==> src/rtl/otp_cal_pkg.sv <==
// Constants shared by the calibration store logic.
package otp_cal_pkg;
  localparam int SR_BITS = 9;
  localparam int OFS_MSB = 8;
  localparam int OFS_LSB = 4;
  localparam int TC_MSB = 3;
  localparam int TC_LSB = 1;
  localparam int SEAL_POS = 0;
  localparam logic [8:0] SR_RESET = 9'h000;
  localparam logic [7:0] VSET_RESET = 8'h00;
  localparam logic [1:0] PC_RESET = 2'h0;
  localparam logic PSAVE_RESET = 1'b1;
  localparam logic [7:0] CMD_CAL_ENTER = 8'h82;
  localparam logic [7:0] CMD_PC_MASK = 8'hf9;
  localparam logic [7:0] CMD_PC_CODE = 8'h29;
  localparam int CMD_CONT_POS = 7;
  localparam int CMD_DATA_POS = 0;
  localparam int PC_LSB = 1;
  localparam logic [9:0] CLAMP_HI = 10'h0ff;
  localparam logic [7:0] VMAX = 8'hff;
  localparam logic [7:0] VMIN = 8'h00;
  localparam logic [7:0] ADDR_CMD = 8'h00;
  localparam logic [7:0] ADDR_VSET = 8'h04;
  localparam logic [7:0] ADDR_PSAVE = 8'h08;
  localparam logic [7:0] ADDR_STATUS = 8'h0c;
  localparam logic [7:0] ADDR_RESULT = 8'h10;
  localparam int RELOAD_TIME_MS = 5;
  localparam int CLK_MHZ = 200;
  localparam int RELOAD_CYCLES = RELOAD_TIME_MS * 1000 * CLK_MHZ;
endpackage : otp_cal_pkg

==> src/rtl/otp_cal_store.sv <==
// Calibration shift register, reload sequencer, clamping adder and AHB-Lite registers.
// Function
// - Nine bits: offset, coefficient, seal
// - Offset is signed, added to voltage
// - Sum clamps to 255 and 0
// - Stored coefficient is basic default coefficient
// - Seal zero allows, one disables calibration
// - Programmed seal never reverts
// - Programming voltage ignored outside calibration
// - Cells reached only via flip-flops
// - Read copies cells into shift register
// - Write shifts nine bits, then programs
// - Shifted values act on output immediately
// - Reload on power-save exit, refresh; 5 ms
// - One bit shifted per command byte
// - After exit, normal decoding resumes
// - Reset clears all flip-flops except power-save, which it sets
// - Entry ignored until refresh completes
// - Bits arrive MSB first, seal last
// - Entry ignored when sealed; reset exits
// - D7 continues, D0 is data
// - Power control in power-save: no reload
// - Power control command triggers reload
`timescale 1ns/1ps
module otp_cal_store #(
  parameter int RELOAD_CYCLES = otp_cal_pkg::RELOAD_CYCLES
) (
  input wire logic clk_i,
  input wire logic rst_n_i,
  input wire logic hsel_i,
  input wire logic [31:0] haddr_i,
  input wire logic [1:0] htrans_i,
  input wire logic hwrite_i,
  input wire logic [2:0] hsize_i,
  input wire logic [31:0] hwdata_i,
  input wire logic hready_i,
  output logic [31:0] hrdata_o,
  output logic hreadyout_o,
  output logic hresp_o,
  input wire logic [4:0] pin_voltage_offset_i,
  input wire logic [8:0] otp_cells_i,
  input wire logic prog_voltage_i,
  output logic [8:0] otp_program_o,
  output logic [7:0] voltage_programming_value_o,
  output logic [2:0] stored_temp_coeff_default_o,
  output logic [1:0] power_control_bits_o,
  output logic calibration_mode_o
);
  logic [1:0] rst_sync;
  logic rst_n;
  logic [4:0] pin_m, pin_s;
  logic [8:0] cells_m, cells_s;
  logic prog_m, prog_s;
  logic [8:0] shift_reg;
  logic calibration_mode;
  logic refresh_done;
  logic reload_busy;
  logic [31:0] reload_cnt;
  logic [7:0] voltage_setting;
  logic power_save;
  logic [1:0] power_control_bits;
  logic wr_q;
  logic [7:0] addr_q;
  logic [7:0] vpv;

  // Reset is applied at once but released only after two clean edges, so no flip-flop leaves reset mid-edge.
  always_ff @(posedge clk_i or negedge rst_n_i) begin
    if (!rst_n_i) rst_sync <= 2'h0;
    else rst_sync <= {rst_sync[0], 1'b1};
  end
  assign rst_n = rst_sync[1];

  // Cell contents, the offset pins and the programming supply sense come from outside the clock.
  always_ff @(posedge clk_i or negedge rst_n) begin
    if (!rst_n) begin
      pin_m <= 5'h00;
      pin_s <= 5'h00;
      cells_m <= 9'h000;
      cells_s <= 9'h000;
      prog_m <= 1'b0;
      prog_s <= 1'b0;
    end else begin
      pin_m <= pin_voltage_offset_i;
      pin_s <= pin_m;
      cells_m <= otp_cells_i;
      cells_s <= cells_m;
      prog_m <= prog_voltage_i;
      prog_s <= prog_m;
    end
  end

  // Bus slave: zero wait states, registered read data.
  wire addr_ok = hsel_i && htrans_i[1] && hready_i;
  wire [7:0] haddr_lo = haddr_i[7:0];
  wire cmd_wr = wr_q && (addr_q == otp_cal_pkg::ADDR_CMD);
  wire vset_wr = wr_q && (addr_q == otp_cal_pkg::ADDR_VSET);
  wire psave_wr = wr_q && (addr_q == otp_cal_pkg::ADDR_PSAVE);
  wire [7:0] cmd = hwdata_i[7:0];
  wire [31:0] status_word = {16'h0000, 2'h0, power_control_bits, power_save, reload_busy,
                             refresh_done, calibration_mode, shift_reg[7:0]} | {23'h0, shift_reg[8], 8'h00};
  wire [31:0] rd_mux = (haddr_lo == otp_cal_pkg::ADDR_VSET) ? {24'h0, voltage_setting} :
                       (haddr_lo == otp_cal_pkg::ADDR_PSAVE) ? {31'h0, power_save} :
                       (haddr_lo == otp_cal_pkg::ADDR_STATUS) ? status_word :
                       (haddr_lo == otp_cal_pkg::ADDR_RESULT) ? {21'h0, stored_temp_coeff_default_o, vpv} :
                       32'h0;
  assign hreadyout_o = 1'b1;
  assign hresp_o = 1'b0;

  always_ff @(posedge clk_i or negedge rst_n) begin
    if (!rst_n) begin
      wr_q <= 1'b0;
      addr_q <= 8'h00;
      hrdata_o <= 32'h0;
    end else begin
      wr_q <= addr_ok && hwrite_i;
      addr_q <= haddr_lo;
      hrdata_o <= (addr_ok && !hwrite_i) ? rd_mux : 32'h0;
    end
  end

  // Command decode; while in calibration mode every byte is shift data.
  wire cal_byte = cmd_wr && calibration_mode;
  wire enter_cmd = cmd_wr && !calibration_mode && (cmd == otp_cal_pkg::CMD_CAL_ENTER);
  wire enter_ok = enter_cmd && refresh_done && !shift_reg[otp_cal_pkg::SEAL_POS];
  wire pc_cmd = cmd_wr && !calibration_mode &&
                ((cmd & otp_cal_pkg::CMD_PC_MASK) == otp_cal_pkg::CMD_PC_CODE);
  // Leaving power-save is the second reload trigger; a write that keeps power-save set starts nothing.
  wire psave_exit = psave_wr && power_save && !hwdata_i[0];
  wire reload_start = (pc_cmd && !power_save) || psave_exit;
  wire reload_last = reload_busy && (reload_cnt == 32'(RELOAD_CYCLES - 1));

  always_ff @(posedge clk_i or negedge rst_n) begin
    if (!rst_n) calibration_mode <= 1'b0;
    else if (enter_ok) calibration_mode <= 1'b1;
    else if (cal_byte && !cmd[otp_cal_pkg::CMD_CONT_POS]) calibration_mode <= 1'b0;
  end

  // Parallel reload wins over a shift; the first serial bit ends in offset bit 4.
  always_ff @(posedge clk_i or negedge rst_n) begin
    if (!rst_n) shift_reg <= otp_cal_pkg::SR_RESET;
    else if (reload_start) shift_reg <= cells_s;
    else if (cal_byte) shift_reg <= {shift_reg[7:0], cmd[otp_cal_pkg::CMD_DATA_POS]};
  end

  // The cells are copied at once; the busy window only times the slow read of the cells.
  // A new trigger during the window restarts it, and the done flag never clears until reset.
  always_ff @(posedge clk_i or negedge rst_n) begin
    if (!rst_n) begin
      reload_busy <= 1'b0;
      reload_cnt <= 32'h0;
      refresh_done <= 1'b0;
    end else if (reload_start) begin
      reload_busy <= 1'b1;
      reload_cnt <= 32'h0;
    end else if (reload_last) begin
      reload_busy <= 1'b0;
      refresh_done <= 1'b1;
    end else if (reload_busy) begin
      reload_cnt <= reload_cnt + 32'h1;
    end
  end

  always_ff @(posedge clk_i or negedge rst_n) begin
    if (!rst_n) begin
      voltage_setting <= otp_cal_pkg::VSET_RESET;
      power_save <= otp_cal_pkg::PSAVE_RESET;
      power_control_bits <= otp_cal_pkg::PC_RESET;
    end else begin
      if (vset_wr) voltage_setting <= hwdata_i[7:0];
      if (psave_wr) power_save <= hwdata_i[0];
      if (pc_cmd) power_control_bits <= cmd[otp_cal_pkg::PC_LSB +: 2];
    end
  end

  // Signed offsets extend to ten bits; the sum clamps at both ends.
  wire [4:0] stored_voltage_offset = shift_reg[otp_cal_pkg::OFS_MSB:otp_cal_pkg::OFS_LSB];
  wire [9:0] sum = {{5{pin_s[4]}}, pin_s} + {{5{stored_voltage_offset[4]}}, stored_voltage_offset} +
                   {2'h0, voltage_setting};
  wire under = sum[9];
  wire over = !sum[9] && (sum > otp_cal_pkg::CLAMP_HI);
  assign vpv = under ? otp_cal_pkg::VMIN : over ? otp_cal_pkg::VMAX : sum[7:0];

  always_ff @(posedge clk_i or negedge rst_n) begin
    if (!rst_n) begin
      voltage_programming_value_o <= otp_cal_pkg::VMIN;
      stored_temp_coeff_default_o <= 3'h0;
    end else begin
      voltage_programming_value_o <= vpv;
      stored_temp_coeff_default_o <= shift_reg[otp_cal_pkg::TC_MSB:otp_cal_pkg::TC_LSB];
    end
  end

  // Each slice drives its own cell, and a cell is burned only while its flip-flop holds a one.
  // The supply sense is synchronised through two flip-flops, so a glitch caught at a clock edge still reaches the cells two cycles later.
  wire prog_window = calibration_mode && prog_s;
  genvar slice;
  generate
    for (slice = 0; slice < otp_cal_pkg::SR_BITS; slice++) begin : g_slice
      always_ff @(posedge clk_i or negedge rst_n) begin
        if (!rst_n) otp_program_o[slice] <= 1'b0;
        else otp_program_o[slice] <= prog_window && shift_reg[slice];
      end
    end
  endgenerate
  assign power_control_bits_o = power_control_bits;
  assign calibration_mode_o = calibration_mode;
endmodule : otp_cal_store

==> config.mk <==
export PLATFORM = sky130hd
export DESIGN_NAME = otp_cal_store
export DESIGN_NICKNAME = d
export VERILOG_FILES = /design/src/rtl/otp_cal_pkg.sv /design/src/rtl/otp_cal_store.sv
export SDC_FILE = /design/constraint.sdc
export NUM_CORES = 1
export LEC_CHECK = 0
export BUFFER_PORTS_ARGS = -buffer_cell sky130_fd_sc_hd__buf_4
export CORE_MARGIN = 2
export CORE_UTILIZATION = 56
export CTS_CLUSTER_SIZE = 14
export DETAILED_ROUTE_END_ITERATION = 10
export PLACE_DENSITY = 0.83
export SLEW_MARGIN = 20
export SYNTH_ARGS = -nofsm -noshare
export SYNTH_HDL_FRONTEND = slang
export SYNTH_SLANG_ARGS = --single-unit
==> constraint.sdc <==
create_clock -name clk_i -period 7.91 [get_ports clk_i]
set_input_delay 2.373 -clock clk_i [delete_from_list [all_inputs] [get_ports clk_i]]
set_output_delay 2.373 -clock clk_i [all_outputs]
set_load 0.02 [all_outputs]
==> impl_metrics.yaml <==
run_status:
  status: "finished, final reports clean"
synthesis:
  synth_top_area_cell: "dfrtp_1"
  yosysWarnings: 0
  synth_top_area_share: 0.557
  synth_seq_area_share: 0.561
  synth-seq-cells: 130
  postSynthAreaPerCell_um2: 11.3
  synth_area_um2: 5800
  ys.flop_type: "dfrtp_1"
  synth_edf_count: 0
  synth.distinct_cells: 59
  synthCells: 512
  ys_top_cells_by_area: "dfrtp_1 56%, nor2_1 3.9%, fa_1 3.5%, xnor2_1 3.2%, buf_4 2.6%"
  async_flop_share: 1.00
floorplan:
  die_y_um: 106
  core_um2: 10200
  die-width_um: 106
  die_area_um2: 11200
  io_pins: 146
  rows: 37
  start_util: 0.569
final_layout:
  antennaDiodeCount: 0
  syn_to_final_growth_pct: 20.9
  finish.utilization: 0.688
  drive_gt1_frac: 0.224
  final_common_cell: "dfrtp_1"
  fillCellCount: 741
  reg_top3: "reload_cnt (32), hrdata_o (14)"
  largest_reg_flops: 32
  largest_register: "reload_cnt"
  layout.nets: 703
  layout_common_cells: "128 x dfrtp_1, 75 x buf_4, 60 x nor2_1"
drt:
  ant_nets: 0
  drtIter0Drc: 226
  first_pass_iters: 4
  wirelength_um: 12400
  via_per_inst: 5.58
  wire_per_inst_um: 16.7
  remaining_drc_errors: 0
  vias: 4149
place:
  gp_congestion: 0.888
  portBuffers: 73
  place_ws_ns: 3.49
  dp_hpwl_um: 8380
worst_hold_path:
  min_from: "cells_m[7]"
  hp-class: "flip-flop to flip-flop"
  whs_path_depth: 0
  holdPathEnd: "cells_s[7]"
sta:
  period_needed_ns: 3.97
  final_hold_viol_count: 0
  finalSetupViolCount: 0
  slew_headroom: 0.433
  post-route-period-util: 0.502
  tightest_slew_ns: 0.844
  rsz0062_at_grt: "false"
  finClkSkew_ns: 0.00997
  slew_violations: 0
  fin_ws_ns: 3.94
  fmax_mhz: 252
  finalSetupTns_ns: 0
critical_path:
  worstPathArrival_ns: 4.38
  reg2reg_to: "hrdata_o[3]"
  worstPathRequired_ns: 8.32
  endpoint_kind: "flip-flop"
  worstPathMaxFanout: 7
  r2r_slack_ns: 4.56
  crit_type: "input port to flip-flop"
  reg2reg_depth: 12
  rr_startpoint: "shift_reg[5]"
  crit_path_start_kind: "input port"
clocking:
  cts_sinks: 130
  post_cts_buffers: 0
  clock_path_buffers: 2
  cts_inserted_buffers: 17
  htree_levels: 4
  ctsHoldBuffers: 0
  cts_tree: "yes"
  cts_root_buf: "clkbuf_8"
  cts_resized: 0
  clk_pin_slew_ns: 0.06
  insertion_delay_ns: 0.52
power_and_ir_drop:
  powerDensity_nw_per_um2: 239
  ir_drop_mv: 0.208
  leakagePower_uw: 0.00329
global_route:
  antenna_found_initial: 0
  grt_pass1_vias: 4023
  overflow: 0
  grt_max_degree: 69
  grt_pass1_wl_um: 20300
  grtUsageTotal: 0.237
run:
  cap_viol_max_count: 0
[report_power, final]
part           internal, uW  leakage (uW)  switching (uW)
Combinational          73.3       0.00138            97.7
Sequential              704       0.00164            39.4
Clock                   463      0.000278             294
[worst max-delay path, stage by stage]
cell	delay [ns]
buf_4	0.11
or4_4	0.55
nor3_1	0.71
nand3_1	0.33
o21ai_0	0.31
[layer usage]
metal,vias up,track usage,share of wire
met5,-,0,0
met3,39,0.0563,0.054
met1,2037,0.307,0.41
met2,169,0.378,0.50
li1,1904,-,-
met4,0,0.117,0.033
[layout make-up]
| cell class | instances | area, um2 | share of cell area |
|---|---|---|---|
| multi-input cells | 346 | 2350 | 0.335 |
| inverters | 24 | 90.1 | 0.0128 |
| flip-flops and latches | 130 | 3260 | 0.465 |
| well taps | 136 | 170 | 0.0243 |
| repair buffers | 75 | 563 | 0.0803 |
| clock inverters | 12 | 145 | 0.0207 |
| clock buffers | 20 | 435 | 0.0621 |
[cells in the mapped netlist (3+ instances only)]
cell and number:
a21oi_1 12, a22oi_1 16, and3_1 15, buf_2 5, buf_4 20, clkbuf_1 5, dfrtp_1 129, fa_1 10
ha_1 10, inv_1 24, mux2_2 11, nand2_1 31, nand2b_1 5, nand3_1 16, nand4_1 6, nor2_1 60
nor3_1 15, nor4_1 9, nor4b_1 3, o21a_1 3, o21ai_0 19, or3_1 3, or4_1 4, or4_4 3
xnor2_1 21, xor2_1 14
[through the flow]
stage | hold WS [ns] | instance area [um2] | std cells | power (uW)
after floorplan | 0.331 | 5870 | 531 | 864
after CTS | 0.349 | 7000 | 743 | 1680
after detailed placement | 0.335 | 6420 | 711 | 922
after global routing | 0.354 | 7010 | 743 | 1740
final | 0.346 | 7010 | 743 | 1670
after global placement | 0.332 | 6420 | 711 | 914
[kinds of logic after synthesis]
logic type / share of synthesized area
xor gates and xnor gates: 0.0529
adders and majority gates: 0.0561
buffers and inverters: 0.0496
AOI/OAI and AO/OA: 0.0740
muxes: 0.0248
and+or+nand+nor: 0.180
other: 0.00130
DFF: 0.561
[how the worst max path moves through the flow]
stage	startpoint	endpoint	slack, ns	cells past startpoint
3_5_place_dp	hwdata_i[4]	refresh_done	3.49	7
6_report	haddr_i[1]	hrdata_o[3]	3.94	5
4_1_cts	haddr_i[1]	hrdata_o[3]	3.96	5
2_1_floorplan	haddr_i[1]	hrdata_o[1]	3.95	8
5_1_grt	haddr_i[1]	hrdata_o[3]	3.84	5
3_3_place_gp	hwdata_i[4]	refresh_done	3.50	7
No activity file was read; power rests on OpenSTA's default activity.
